## src/design/mpur_pkg.sv

```systemverilog
package mpur_pkg;
   // ------------------------------------------------------------
   // register map (byte addresses on the apb bus)
   // ------------------------------------------------------------
   localparam logic [7:0] OFS_PROGRAM_COUNTER = 8'h00;
   localparam logic [7:0] OFS_STACK_POINTER = 8'h04;
   localparam logic [7:0] OFS_INDEX_POINTER = 8'h08;
   localparam logic [7:0] OFS_ACCUMULATOR_PAIR = 8'h0C;
   localparam logic [7:0] OFS_CONDITION_FLAGS = 8'h10;
   localparam logic [7:0] OFS_ALU_COMMAND = 8'h14;
   localparam logic [7:0] OFS_MEM_COMMAND = 8'h18;
   localparam logic [7:0] OFS_MEM_DATA = 8'h1C;
   localparam logic [7:0] OFS_BUS_STATUS = 8'h20;

   // ------------------------------------------------------------
   // condition flag layout and reset values
   // ------------------------------------------------------------
   localparam int CCR_CARRY = 0;
   localparam int CCR_OVERFLOW = 1;
   localparam int CCR_ZERO = 2;
   localparam int CCR_NEGATIVE = 3;
   localparam int CCR_IMASK = 4;
   localparam int CCR_HALF = 5;
   localparam logic [7:0] CCR_ONES_MASK = 8'hC0;
   localparam logic [7:0] CCR_RESET = 8'hD0;
   localparam logic [15:0] PC_RESET = 16'hFFFE;
   localparam logic [15:0] SP_RESET = 16'h0000;

   // ------------------------------------------------------------
   // command field positions
   // ------------------------------------------------------------
   localparam int ALU_OPERAND_LSB = 0;
   localparam int ALU_OP_LSB = 8;
   localparam int ALU_SEL_B = 12;
   localparam int MEM_ADDR_LSB = 0;
   localparam int MEM_WRITE_BIT = 16;
   localparam int MEM_FETCH_BIT = 17;
   localparam int MEM_INDEXED_BIT = 18;

   // ------------------------------------------------------------
   // memory map and timing
   // ------------------------------------------------------------
   localparam int RAM_BYTES = 128;
   localparam int RAM_RETAIN_BYTES = 32;
   localparam int OSC_PER_PHASE = 4;
   localparam logic [1:0] PHASE_LAST = 2'(OSC_PER_PHASE - 1);

   typedef enum logic [2:0] {
      ALU_LOAD = 3'h0,
      ALU_ADD = 3'h1,
      ALU_SUB = 3'h2,
      ALU_AND = 3'h3,
      ALU_OR = 3'h4,
      ALU_XOR = 3'h5,
      ALU_INC = 3'h6,
      ALU_DEC = 3'h7
   } mpur_alu_op_type;

   typedef enum logic [3:0] {
      BUS_IDLE = 4'h1,
      BUS_ALIGN = 4'h2,
      BUS_CYCLE = 4'h4,
      BUS_STRETCH = 4'h8
   } mpur_bus_state_type;

   typedef struct packed {
      logic [7:0] result;
      logic half;
      logic negative;
      logic zero;
      logic overflow;
      logic carry;
   } mpur_alu_out_type;

   typedef struct packed {
      logic [15:0] addr;
      logic [7:0] data;
      logic data_oe;
      logic read_not_write;
      logic valid_addr;
      logic phase_e;
   } mpur_bus_pins_type;
endpackage

```

## src/design/mpur_ram.sv

```systemverilog
`timescale 1ns/100ps
module mpur_ram
   import mpur_pkg::*;
#(
   parameter int BYTES = RAM_BYTES,
   parameter int RETAIN = RAM_RETAIN_BYTES
) (
   input wire logic i_clk, // core clock
   input wire logic i_ce, // clock enable
   input wire logic i_power_down, // standby supply only
   input wire logic i_write, // write strobe
   input wire logic [6:0] i_index, // byte index
   input wire logic [7:0] i_wdata, // write data
   output logic [7:0] o_rdata // read data
);
   typedef struct packed {
      logic [BYTES-1:0][7:0] mem;
   } mpur_ram_state_type;

   mpur_ram_state_type r;
   mpur_ram_state_type next_r;

   // ------------------------------------------------------------
   // storage
   // ------------------------------------------------------------
   // no reset: the low bytes must survive a reset
   always_comb begin
      next_r = r;
      if (i_write) begin
         next_r.mem[i_index] = i_wdata;
      end
      for (int i = RETAIN; i < BYTES; i++) begin
         if (i_power_down) begin
            next_r.mem[i] = 8'h00; // upper bytes lose content
         end
      end
   end

   always_ff @(posedge i_clk) begin
      if (i_ce) begin
         r <= next_r;
      end
   end

   assign o_rdata = r.mem[i_index];
endmodule

```

## src/design/mpur_top.sv

```systemverilog
// Decided for this implementation: register access over APB and the register addresses.
`timescale 1ns/100ps
// Overview of operation
// - 128 bytes of internal RAM decode fully at addresses 0x0000 to 0x007F.
// - lowest 32 RAM bytes survive low power; upper bytes may be lost.
// - RAM-select input governs retention of low bytes across supply changes.
// - 16-bit program counter holds the address of the current instruction.
// - 16-bit stack pointer marks next free stack slot, placed anywhere.
// - 16-bit index register holds data or an address for indexed access.
// - two independent 8-bit accumulators feed and receive the ALU.
// - ALU updates N, Z, V, H; carry from bit 7, half-carry from bit 3.
// - interrupt mask sits at bit 4; bits 6 and 7 always read one.
// - bus phase clock made on chip from an oscillator at four times rate.
// - internal RAM access drives the data bus out and ignores external data.
module mpur_top
   import mpur_pkg::*;
#(
   parameter bit FAST_GRADE = 1'b0, // faster speed grade
   parameter int FETCH_STRETCH = 1 // extra phases for base-grade ram fetch
) (
   input wire logic I_CLK, // oscillator clock, four times bus rate
   input wire logic I_RESET, // synchronous reset, active high
   input wire logic I_CE, // clock enable
   input wire logic I_PSEL, // apb select
   input wire logic I_PENABLE, // apb enable
   input wire logic I_PWRITE, // apb direction
   input wire logic [7:0] I_PADDR, // apb byte address
   input wire logic [31:0] I_PWDATA, // apb write data
   output logic [31:0] O_PRDATA, // apb read data
   output logic O_PREADY, // apb ready
   output logic O_PSLVERR, // apb error
   input wire logic I_ONCHIP_RAM_SELECT, // internal ram enable pin
   input wire logic I_POWER_DOWN, // low power, standby supply only
   input wire logic [7:0] I_DATA, // data bus input
   output logic [7:0] O_DATA, // data bus output
   output logic O_DATA_OE, // data bus drive enable
   output logic [15:0] O_ADDR, // address bus
   output logic O_READ_NOT_WRITE, // high for read
   output logic O_VALID_ADDR, // valid memory address
   output logic O_PHASE_E // bus phase clock
);
   typedef struct packed {
      logic [15:0] pc;
      logic [15:0] sp;
      logic [15:0] ix;
      logic [7:0] acc_a;
      logic [7:0] acc_b;
      logic [7:0] ccr;
      logic [15:0] mem_addr;
      logic [7:0] mem_wdata;
      logic [7:0] mem_rdata;
      logic mem_write;
      logic mem_fetch;
      logic mem_internal;
      logic fetch_fault;
      logic [1:0] phase;
      logic [3:0] stretch;
      mpur_bus_state_type state;
      logic sel_meta;
      logic sel_sync;
      logic pd_meta;
      logic pd_sync;
      logic [7:0] din_meta;
      logic [7:0] din_sync;
      mpur_bus_pins_type pins;
      logic [31:0] prdata;
      logic pready;
      logic pslverr;
   } mpur_state_type;

   mpur_state_type r;
   mpur_state_type next_r;
   logic [7:0] ram_rdata;
   logic ram_write;

   // ------------------------------------------------------------
   // helpers
   // ------------------------------------------------------------
   // alu with flag generation
   function automatic mpur_alu_out_type alu(input mpur_alu_op_type op,
                                            input logic [7:0] a,
                                            input logic [7:0] b,
                                            input logic c_in);
      mpur_alu_out_type o;
      logic [8:0] sum;
      logic [4:0] low;
      o = '0;
      sum = 9'h000;
      low = 5'h00;
      o.carry = c_in;
      case (op)
         ALU_ADD: begin
            sum = {1'b0, a} + {1'b0, b};
            low = {1'b0, a[3:0]} + {1'b0, b[3:0]};
            o.half = low[4]; // carry out of bit 3
            o.carry = sum[8]; // carry out of bit 7
            o.overflow = (a[7] == b[7]) && (sum[7] != a[7]);
         end
         ALU_SUB: begin
            sum = {1'b0, a} - {1'b0, b};
            o.carry = sum[8];
            o.overflow = (a[7] != b[7]) && (sum[7] != a[7]);
         end
         ALU_INC: begin
            sum = {1'b0, a} + 9'h001;
            o.overflow = (a == 8'h7F);
         end
         ALU_DEC: begin
            sum = {1'b0, a} - 9'h001;
            o.overflow = (a == 8'h80);
         end
         ALU_AND: sum = {1'b0, a & b};
         ALU_OR: sum = {1'b0, a | b};
         ALU_XOR: sum = {1'b0, a ^ b};
         ALU_LOAD: sum = {1'b0, b};
         default: sum = {1'b0, a};
      endcase
      o.result = sum[7:0];
      o.negative = sum[7];
      o.zero = (sum[7:0] == 8'h00);
      return o;
   endfunction

   // apb access phase that completes at this edge
   function automatic logic apb_done(input logic sel, input logic en, input logic rdy);
      return sel && en && rdy;
   endfunction

   // internal ram decode: low 128 bytes and select high
   function automatic logic ram_hit(input logic [15:0] addr, input logic sel);
      return (addr < 16'(RAM_BYTES)) && sel;
   endfunction

   // ------------------------------------------------------------
   // next state
   // ------------------------------------------------------------
   always_comb begin
      mpur_alu_out_type a_out;
      logic [15:0] eff;
      logic wr;
      logic rd;
      next_r = r;
      a_out = '0;
      eff = 16'h0000;
      wr = apb_done(I_PSEL, I_PENABLE, r.pready) && I_PWRITE;
      rd = I_PSEL && I_PENABLE && !r.pready;

      // pin synchronisers; first stage feeds only the second
      next_r.sel_meta = I_ONCHIP_RAM_SELECT;
      next_r.sel_sync = r.sel_meta;
      next_r.pd_meta = I_POWER_DOWN;
      next_r.pd_sync = r.pd_meta;
      next_r.din_meta = I_DATA;
      next_r.din_sync = r.din_meta;

      // phase clock divided from the oscillator
      next_r.phase = r.phase + 2'h1;
      next_r.pins.phase_e = next_r.phase[1];

      // apb answer one cycle into the access phase
      next_r.pready = rd;
      next_r.pslverr = 1'b0;
      if (rd) begin
         next_r.prdata = 32'h0000_0000;
         case (I_PADDR)
            OFS_PROGRAM_COUNTER: next_r.prdata[15:0] = r.pc;
            OFS_STACK_POINTER: next_r.prdata[15:0] = r.sp;
            OFS_INDEX_POINTER: next_r.prdata[15:0] = r.ix;
            OFS_ACCUMULATOR_PAIR: next_r.prdata[15:0] = {r.acc_b, r.acc_a};
            OFS_CONDITION_FLAGS: next_r.prdata[7:0] = r.ccr | CCR_ONES_MASK;
            OFS_ALU_COMMAND: next_r.prdata = 32'h0000_0000;
            OFS_MEM_COMMAND: begin
               next_r.prdata[15:0] = r.mem_addr;
               next_r.prdata[MEM_WRITE_BIT] = r.mem_write;
               next_r.prdata[MEM_FETCH_BIT] = r.mem_fetch;
               // a command while busy is refused together with the answer
               if (I_PWRITE && (r.state != BUS_IDLE)) begin
                  next_r.pslverr = 1'b1;
               end
            end
            OFS_MEM_DATA: next_r.prdata[7:0] = r.mem_rdata;
            OFS_BUS_STATUS: begin
               next_r.prdata[0] = (r.state != BUS_IDLE);
               next_r.prdata[1] = r.mem_internal;
               next_r.prdata[2] = r.fetch_fault;
               next_r.prdata[3] = r.sel_sync;
               next_r.prdata[4] = r.pd_sync;
            end
            default: next_r.pslverr = 1'b1; // unmapped
         endcase
      end

      // register writes take effect at the completing edge
      if (wr) begin
         case (I_PADDR)
            OFS_PROGRAM_COUNTER: next_r.pc = I_PWDATA[15:0];
            OFS_STACK_POINTER: next_r.sp = I_PWDATA[15:0]; // any location
            OFS_INDEX_POINTER: next_r.ix = I_PWDATA[15:0]; // data or address
            OFS_ACCUMULATOR_PAIR: begin
               next_r.acc_a = I_PWDATA[7:0];
               next_r.acc_b = I_PWDATA[15:8];
            end
            OFS_CONDITION_FLAGS: next_r.ccr = I_PWDATA[7:0] | CCR_ONES_MASK;
            OFS_ALU_COMMAND: begin
               a_out = alu(mpur_alu_op_type'(I_PWDATA[ALU_OP_LSB +: 3]),
                           I_PWDATA[ALU_SEL_B] ? r.acc_b : r.acc_a,
                           I_PWDATA[ALU_OPERAND_LSB +: 8], r.ccr[CCR_CARRY]);
               // result lands in the chosen accumulator
               if (I_PWDATA[ALU_SEL_B]) begin
                  next_r.acc_b = a_out.result;
               end else begin
                  next_r.acc_a = a_out.result;
               end
               next_r.ccr[CCR_NEGATIVE] = a_out.negative;
               next_r.ccr[CCR_ZERO] = a_out.zero;
               next_r.ccr[CCR_OVERFLOW] = a_out.overflow;
               next_r.ccr[CCR_CARRY] = a_out.carry;
               next_r.ccr[CCR_HALF] = a_out.half;
            end
            OFS_MEM_DATA: next_r.mem_wdata = I_PWDATA[7:0];
            OFS_MEM_COMMAND: begin
               // refused in the access cycle before, so it is dropped here
               if (!r.pslverr) begin
                  eff = I_PWDATA[MEM_ADDR_LSB +: 16];
                  if (I_PWDATA[MEM_INDEXED_BIT]) begin
                     eff = r.ix + {8'h00, eff[7:0]}; // indexed mode
                  end
                  next_r.mem_addr = eff;
                  next_r.mem_write = I_PWDATA[MEM_WRITE_BIT];
                  next_r.mem_fetch = I_PWDATA[MEM_FETCH_BIT];
                  next_r.mem_internal = ram_hit(eff, r.sel_sync);
                  next_r.fetch_fault = 1'b0;
                  // fast grades refuse to run code from internal ram
                  if (FAST_GRADE && I_PWDATA[MEM_FETCH_BIT] && next_r.mem_internal) begin
                     next_r.fetch_fault = 1'b1;
                  end else begin
                     next_r.state = BUS_ALIGN;
                  end
               end
            end
            // unmapped or read-only status: any error came with the ready pulse and must not outlast it
            default: next_r.pslverr = 1'b0;
         endcase
      end
      if (apb_done(I_PSEL, I_PENABLE, r.pready) && !I_PWRITE) begin
         next_r.pslverr = 1'b0;
      end

      // bus cycle sequencer, one phase clock period per access, plus FETCH_STRETCH periods for an internal ram fetch
      case (r.state)
         BUS_IDLE: begin
            next_r.pins.valid_addr = 1'b0;
            next_r.pins.data_oe = 1'b0;
            next_r.pins.read_not_write = 1'b1;
         end
         BUS_ALIGN: begin
            // start on a phase boundary so the E period is whole
            if (r.phase == PHASE_LAST) begin
               next_r.state = BUS_CYCLE;
               next_r.pins.addr = r.mem_addr;
               next_r.pins.read_not_write = !r.mem_write;
               next_r.pins.valid_addr = 1'b1;
               next_r.stretch = (r.mem_fetch && r.mem_internal) ? 4'(FETCH_STRETCH) : 4'h0;
               // internal access drives the bus even on a read
               next_r.pins.data_oe = r.mem_write || r.mem_internal;
               next_r.pins.data = (r.mem_internal && !r.mem_write) ? ram_rdata : r.mem_wdata;
            end
         end
         BUS_CYCLE, BUS_STRETCH: begin
            if (r.phase == PHASE_LAST) begin
               if (r.stretch != 4'h0) begin
                  // slower address-valid for base-grade ram fetch
                  next_r.stretch = r.stretch - 4'h1;
                  next_r.state = BUS_STRETCH;
               end else begin
                  next_r.state = BUS_IDLE;
                  next_r.pins.valid_addr = 1'b0;
                  next_r.pins.data_oe = 1'b0;
                  next_r.pins.read_not_write = 1'b1;
                  if (!r.mem_write) begin
                     // external data ignored on internal hits
                     next_r.mem_rdata = r.mem_internal ? ram_rdata : r.din_sync;
                  end
                  if (r.mem_fetch) begin
                     next_r.pc = r.mem_addr; // current instruction address
                  end
               end
            end
         end
         default: next_r.state = BUS_IDLE;
      endcase

      // unused bits 6 and 7 survive every path
      next_r.ccr = next_r.ccr | CCR_ONES_MASK;
   end

   // ram write at the end of an internal write cycle; select low blocks it
   assign ram_write = (r.state == BUS_CYCLE) && (r.phase == PHASE_LAST) && (r.stretch == 4'h0)
                      && r.mem_internal && r.mem_write && r.sel_sync;

   // ------------------------------------------------------------
   // registers
   // ------------------------------------------------------------
   always_ff @(posedge I_CLK) begin
      if (I_RESET) begin
         r <= '0;
         r.pc <= PC_RESET;
         r.sp <= SP_RESET;
         r.ccr <= CCR_RESET; // mask set out of reset
         r.state <= BUS_IDLE;
         r.pins.read_not_write <= 1'b1;
         r.pins.addr <= PC_RESET;
      end else if (I_CE) begin
         r <= next_r;
      end
   end

   // ------------------------------------------------------------
   // internal ram
   // ------------------------------------------------------------
   mpur_ram #(
      .BYTES(RAM_BYTES),
      .RETAIN(RAM_RETAIN_BYTES)
   ) mpur_ram_i (
      .i_clk(I_CLK),
      .i_ce(I_CE),
      .i_power_down(r.pd_sync),
      .i_write(ram_write),
      .i_index(r.mem_addr[6:0]),
      .i_wdata(r.mem_wdata),
      .o_rdata(ram_rdata)
   );

   // outputs straight from flip-flops
   assign O_PRDATA = r.prdata;
   assign O_PREADY = r.pready;
   assign O_PSLVERR = r.pslverr;
   assign O_DATA = r.pins.data;
   assign O_DATA_OE = r.pins.data_oe;
   assign O_ADDR = r.pins.addr;
   assign O_READ_NOT_WRITE = r.pins.read_not_write;
   assign O_VALID_ADDR = r.pins.valid_addr;
   assign O_PHASE_E = r.pins.phase_e;
endmodule

```

## config.mk

```make
export PLATFORM = sky130hd
export DESIGN_NAME = mpur_top
export DESIGN_NICKNAME = d
export VERILOG_FILES = /design/src/design/mpur_pkg.sv /design/src/design/mpur_ram.sv /design/src/design/mpur_top.sv
export SDC_FILE = /design/constraint.sdc
export NUM_CORES = 2
export LEC_CHECK = 0
export BUFFER_PORTS_ARGS = -buffer_cell sky130_fd_sc_hd__buf_2
export CELL_PAD_IN_SITES_DETAIL_PLACEMENT = 1
export CELL_PAD_IN_SITES_GLOBAL_PLACEMENT = 2
export CORE_ASPECT_RATIO = 0.9
export CORE_UTILIZATION = 38
export CTS_BUF_LIST = sky130_fd_sc_hd__clkbuf_8 sky130_fd_sc_hd__clkbuf_16
export DETAILED_ROUTE_END_ITERATION = 8
export PLACE_DENSITY_LB_ADDON = 0.1
export REMOVE_ABC_BUFFERS = 1
export SYNTH_ARGS = -nofsm -noshare
export SYNTH_HDL_FRONTEND = slang
export SYNTH_HIERARCHICAL = 1
export SYNTH_SLANG_ARGS = --single-unit
```

## constraint.sdc

```tcl
create_clock -name I_CLK -period 21.6 [get_ports I_CLK]
set_input_delay 3.24 -clock I_CLK [delete_from_list [all_inputs] [get_ports I_CLK]]
set_output_delay 3.24 -clock I_CLK [all_outputs]
set_load 0.02 [all_outputs]
```

After elaboration in Yosys (flattened, before gate mapping) --
Index checks and enable logic that the tools add are counted.
Cells by class: add/subtract/negate cells 8, multiply operators 0, divide/modulo/power cells 0, magnitude comparators 3, equality and inequality tests 34, shift operators 0, muxes and demuxes 60, bitwise logic cells 6, reduce and logical (&&, ||, !) cells 50
Operators with widths (number):
- bitwise mux 1024 bit | 1
- 2-to-1 mux 1024 bit | 1
- 2-to-1 mux 16 bit | 13
- 2-to-1 mux 8 bit | 12
- 2-to-1 mux 96 bit | 1
- one-hot mux 8 bit (8 select lines) | 1
- binary-select mux 8 bit (select 7 bit) | 1
- demux 8 bit (select 7 bit) | 1
- one-hot mux 5 bit (8 select lines) | 1
- one-hot mux 8 bit (5 select lines) | 1
- equality test 8 x 5 -> 1 bit, second input constant | 4
- one-hot mux 16 bit (2 select lines) | 1
- one-hot mux 3 bit (7 select lines) | 1
- 2-to-1 mux 4 bit | 5
- AND reduction 3 bit | 6
- logical AND 1 bit | 17
- adder 16 x 8 -> 16 bit | 1
- equality test 8 x 4 -> 1 bit, second input constant | 2
- zero test 8 bit | 2
- less-than comparator 16 x 8 -> 1 bit, second input constant | 1
- one-hot mux 4 bit (2 select lines) | 2
- AND reduction 4 bit | 4
- OR reduction 8 bit | 2
- AND reduction 5 bit | 3
- 46 further kinds | 77
Storage, ports and cells: register bits 1207, bits in latches 0, bits in writable memories 0, bits in read-only memories 0, input bits 56, output and inout bits 62, word-level logic and storage cells 321, memories kept 0

Logic depth before layout (Yosys ltp) --
depth after elaboration 12, gate-level depth with buffers 14, gate-level depth less buffers 13

Cells and area by module --
Netlist, hierarchy kept.
Modules (own cells, without submodules):
- mpur_ram | times used 1, cells each 4889, area each 50424.6 um^2, seq. area each 30749.5 um^2
- mpur_top | times used 1, cells each 1336, area each 10655.2 um^2, seq. area each 3643.5 um^2

Least setup slack after synthesis --
Ideal clock, no wire load.
path type input to register, start point input port I_CE, end point register mpur_ram_i/r[1000] (netlist name) (enable), data arrival time 20.091 ns, setup slack 0.297 ns, cell stages on the path 1, buffers on the path 0, cell sequence o21a_1
On the way: cells in the longest elaborated chain, start to end 1
Ends and longest elaborated chain:
- from (decl) | RTL line mpur_top.sv:23 | input wire logic I_CE,
- AND reduction 2 bit (no line)
- to (signal assigned) | RTL line mpur_ram.sv:41 | r <= next_r;
- to (decl) | RTL line mpur_ram.sv:20 | mpur_ram_state_type r;
No other way between the ends. A chain may end at the register's enable or synchronous reset.

Final worst setup path --
start point input port I_CE, end point register mpur_ram_i/r[920] (netlist name) (enable)
Same word-level chain as after synthesis.

==> flow_summary.rst <==
.. list-table::
   :header-rows: 1

   * - Metric
     - Value
   * - Combinational group share of total power
     - 1.9%
   * - Clock network power share
     - 47.4%
   * - Insertion delay to the later sink of the worst-skew pair
     - 0.79 ns
   * - Area delta synth->final
     - 10.5%
   * - Length of routed met3 wiring
     - 17.1 mm
   * - DP Wirelength
     - 148 mm
   * - Number of detailed-route iterations in the first pass
     - 6
   * - Power Density
     - 74.4 mW/mm^2
   * - Portion of total power attributed to sequential cells
     - 50.6%
   * - Final number of setup-violating endpoints
     - 0
   * - Die span in x
     - 425 um
   * - Synth cell count leaders
     - 1868 x sky130_fd_sc_hd__nand2_1, 1024 x sky130_fd_sc_hd__edfxtp_1, 953 x sky130_fd_sc_hd__a21oi_1
   * - Starting utilization of the core area
     - 38.3%
   * - Std-Cell Rows
     - 139
   * - Critical path endpoint category
     - register
   * - Final setup skew
     - 0.0270 ns
   * - Core region area
     - 0.159 sq mm
   * - Sequential area share after synthesis
     - 56.3%
   * - Highest clock rate
     - 127 MHz
   * - Synthesis-stage register bit count
     - 1206
   * - Number of H-tree branching levels
     - 4
   * - Accumulated negative setup slack
     - 0 ns
   * - Worst Hold Slack
     - 0.452 ns
   * - Post-layout minimum cycle time
     - 7.85 ns
   * - Chip height
     - 382 um
   * - Path type of the worst min-delay path
     - register to register
   * - Final RePlAce weighted congestion
     - 0.833
   * - Area of the mapped netlist
     - 0.0611 sq mm
   * - Gate count after technology mapping
     - 6225
   * - Number of DRC markers after the initial detailed-route iteration
     - 5743
   * - Cell internal pwr
     - 3.91 mW
   * - Number of distinct library cell variants in the gate-level netlist after synthesis
     - 90
   * - Number of buffers on the longest clock path
     - 3
   * - Leakage component of the power
     - 24.1 nW
   * - Buffers on Ports
     - 90
   * - Sw Ratio
     - 22.1%
   * - Clock sink total
     - 1206
   * - Required time worst endpoint
     - 22.00 ns
   * - Worst slew slack as a fraction of its limit
     - 17.6%
   * - Final Slew Violations
     - 0
   * - Count of hold buffers inserted by post-cts repair
     - 0
   * - Number of synthesized flops with an enable pin
     - 1024
   * - Highest net fanout along the worst path
     - 69
   * - Nets
     - 6191
   * - Total grt overflow
     - 0
   * - Top-level port count
     - 118
   * - Routed via count
     - 51100
   * - Wirelength, routed
     - 247 mm
   * - Ratio of cells with drive above 1 in the final layout
     - 9.47%
   * - Peak supply drop
     - 62.9 uV
   * - Number of buffers inserted during clock tree synthesis
     - 143
   * - Clock-pin slew of the registers on the worst-case setup and hold paths
     - 0.06 ns
   * - Critical Path Start Type
     - input pin
   * - Power spent charging and discharging nets
     - 1.11 mW
   * - DRT met1 WL
     - 112 mm
   * - Met2 wire length
     - 110 mm
   * - Most area-consuming cells after synthesis
     - sky130_fd_sc_hd__edfxtp_1 50%, sky130_fd_sc_hd__nand2_1 11%, sky130_fd_sc_hd__a21oi_1 7.8%
   * - Top-area cell type share of the netlist area
     - 50.3%
   * - Setup repair after global routing missed its margin
     - false
   * - Routed wire length per instance
     - 29.7 um
   * - Final routed DRC violation total
     - 0
   * - Detail-routed via count per cell
     - 6.14
   * - Number of hold violations in the final report
     - 0
   * - Root Driver
     - sky130_fd_sc_hd__clkbuf_16
   * - Fraction of synthesis flops using an asynchronous set or reset pin
     - 0%
   * - CTS tree
     - built
   * - Overall global routing resource usage
     - 29.6%
   * - Cell taking the most area after synthesis
     - sky130_fd_sc_hd__edfxtp_1
   * - Number of resized instances in the post-cts repair step
     - 0
   * - MaxCap Viol Count
     - 0
   * - Remaining antenna violation count
     - 0
   * - Period utilization
     - 36.3%
   * - Area of the die
     - 0.162 sq mm
   * - WS Path Type
     - input pin to register
   * - Endpoint arrival time on the critical path
     - 8.25 ns
   * - Average size of a mapped cell
     - 9.81 sq um
   * - Main flop type after synthesis
     - sky130_fd_sc_hd__edfxtp_1
   * - Uppermost layer routed
     - met5
   * - Count leader, synth
     - sky130_fd_sc_hd__nand2_1
   * - Via count of the first global-routing pass
     - 49900
   * - First-pass GRT wire length
     - 357 mm
   * - Outcome
     - finished clean
   * - Warnings, synthesis
     - 6
   * - Pin slew with the least headroom to its limit
     - 1.23 ns
   * - Number of fill cells in the layout
     - 17800
   * - Pin count of the biggest net entering global routing
     - 216
   * - Number of antenna violations at the first check in global routing
     - 7
   * - Number of setup buffers added after CTS
     - 0
==> layer usage <==
layer,vias to the layer above,GRT usage [%]
met3,396,4.45
met2,1897,45.5
li1,22400,-
met1,26400,43.0
met4,4,8.70
met5,-,0
==> metrics by stage <==
step                      cell area, sq um  util (%)  worst slack (ns)  std cells  total power [mW]
after CTS                            67500      42.3             13.74       8311              5.07
after global routing                 67500      42.3             13.47       8312              5.16
final                                67500      42.3             13.75       8312              5.02
after detailed placement             63000      39.5             12.90       8056              2.69
after global placement               63000      39.5             12.90       8056              2.69
after floorplan                      58700         -             0.297       5730              2.66
==> area by class of cell <==
| cell class | instances | area [sq um] | area share [%] |
|---|---|---|---|
| Antenna cell | 1 | 2.50 | 0.00371 |
| Clock buffer | 154 | 3810 | 5.64 |
| Clock inverter | 101 | 667 | 0.988 |
| Inverter | 44 | 169 | 0.250 |
| Multi-Input combinational cell | 4480 | 24300 | 36.0 |
| Sequential cell | 1206 | 34400 | 51.0 |
| Tap cell | 2115 | 2650 | 3.92 |
| Timing Repair Buffer | 211 | 1430 | 2.12 |
==> placed cells by master (no fill, tap or decap), drive strengths merged, types with 30 or more instances in the layout <==
cell       n
buf      211
nor2     394
o21ai    103
a21oi    953
edfxtp  1024
mux2i    109
nand3     37
dfxtp    182
clkinv    54
nor2b     30
nand2   1872
mux2      50
ha        45
a221oi   287
inv       80
a22oi     73
clkbuf   154
a211oi    46
nor3      35
==> worst max-delay path: stages <==
cell	delay (ns)
sky130_fd_sc_hd__buf_2	0.07
sky130_fd_sc_hd__buf_4	0.50
sky130_fd_sc_hd__o21a_4	0.67
sky130_fd_sc_hd__buf_4	0.85
sky130_fd_sc_hd__buf_4	0.89
sky130_fd_sc_hd__buf_4	0.87
sky130_fd_sc_hd__buf_4	0.86
==> power groups by stage <==
stage	registers [mW]	clock network (mW)	logic, mW
finish	2.54	2.38	0.0975
global route	2.55	2.51	0.108
CTS	2.54	2.43	0.0982
detailed placement	2.59	0	0.0978
global placement	2.59	0	0.0966
floorplan	2.61	0	0.0529
==> cells by family (layout without fill, tap and decap cells) <==
group	count (synthesis)	after routing	synth area share, %
simple gates	2480	2480	16.3
compound gates	1725	1725	18.0
flops	1206	1206	56.3
buf+inv	552	510	4.17
mux	188	188	3.80
fa+ha+maj	49	49	1.05
xor+xnor	24	24	0.375
other cells	1	15	0.00614
==> path summary, 6_finish.rpt <==
| check | start | to | slack (ns) | depth (start not counted) |
|---|---|---|---|---|
| worst max-delay path | I_CE | mpur_ram_i/r[920]$_SDFFCE_PP0P_ | 13.75 | 7 |
| worst min-delay path | O_PRDATA[16]$_SDFFE_PP0P_ | O_PRDATA[16]$_SDFFE_PP0P_ | 0.45 | 2 |
| worst max register to register | r[90]$_SDFFE_PP0P_ | mpur_ram_i/r[920]$_SDFFCE_PP0P_ | 15.11 | 10 |
| worst min register to register | O_PRDATA[16]$_SDFFE_PP0P_ | O_PRDATA[16]$_SDFFE_PP0P_ | 0.45 | 2 |
Power figures use the tool's default switching activity.
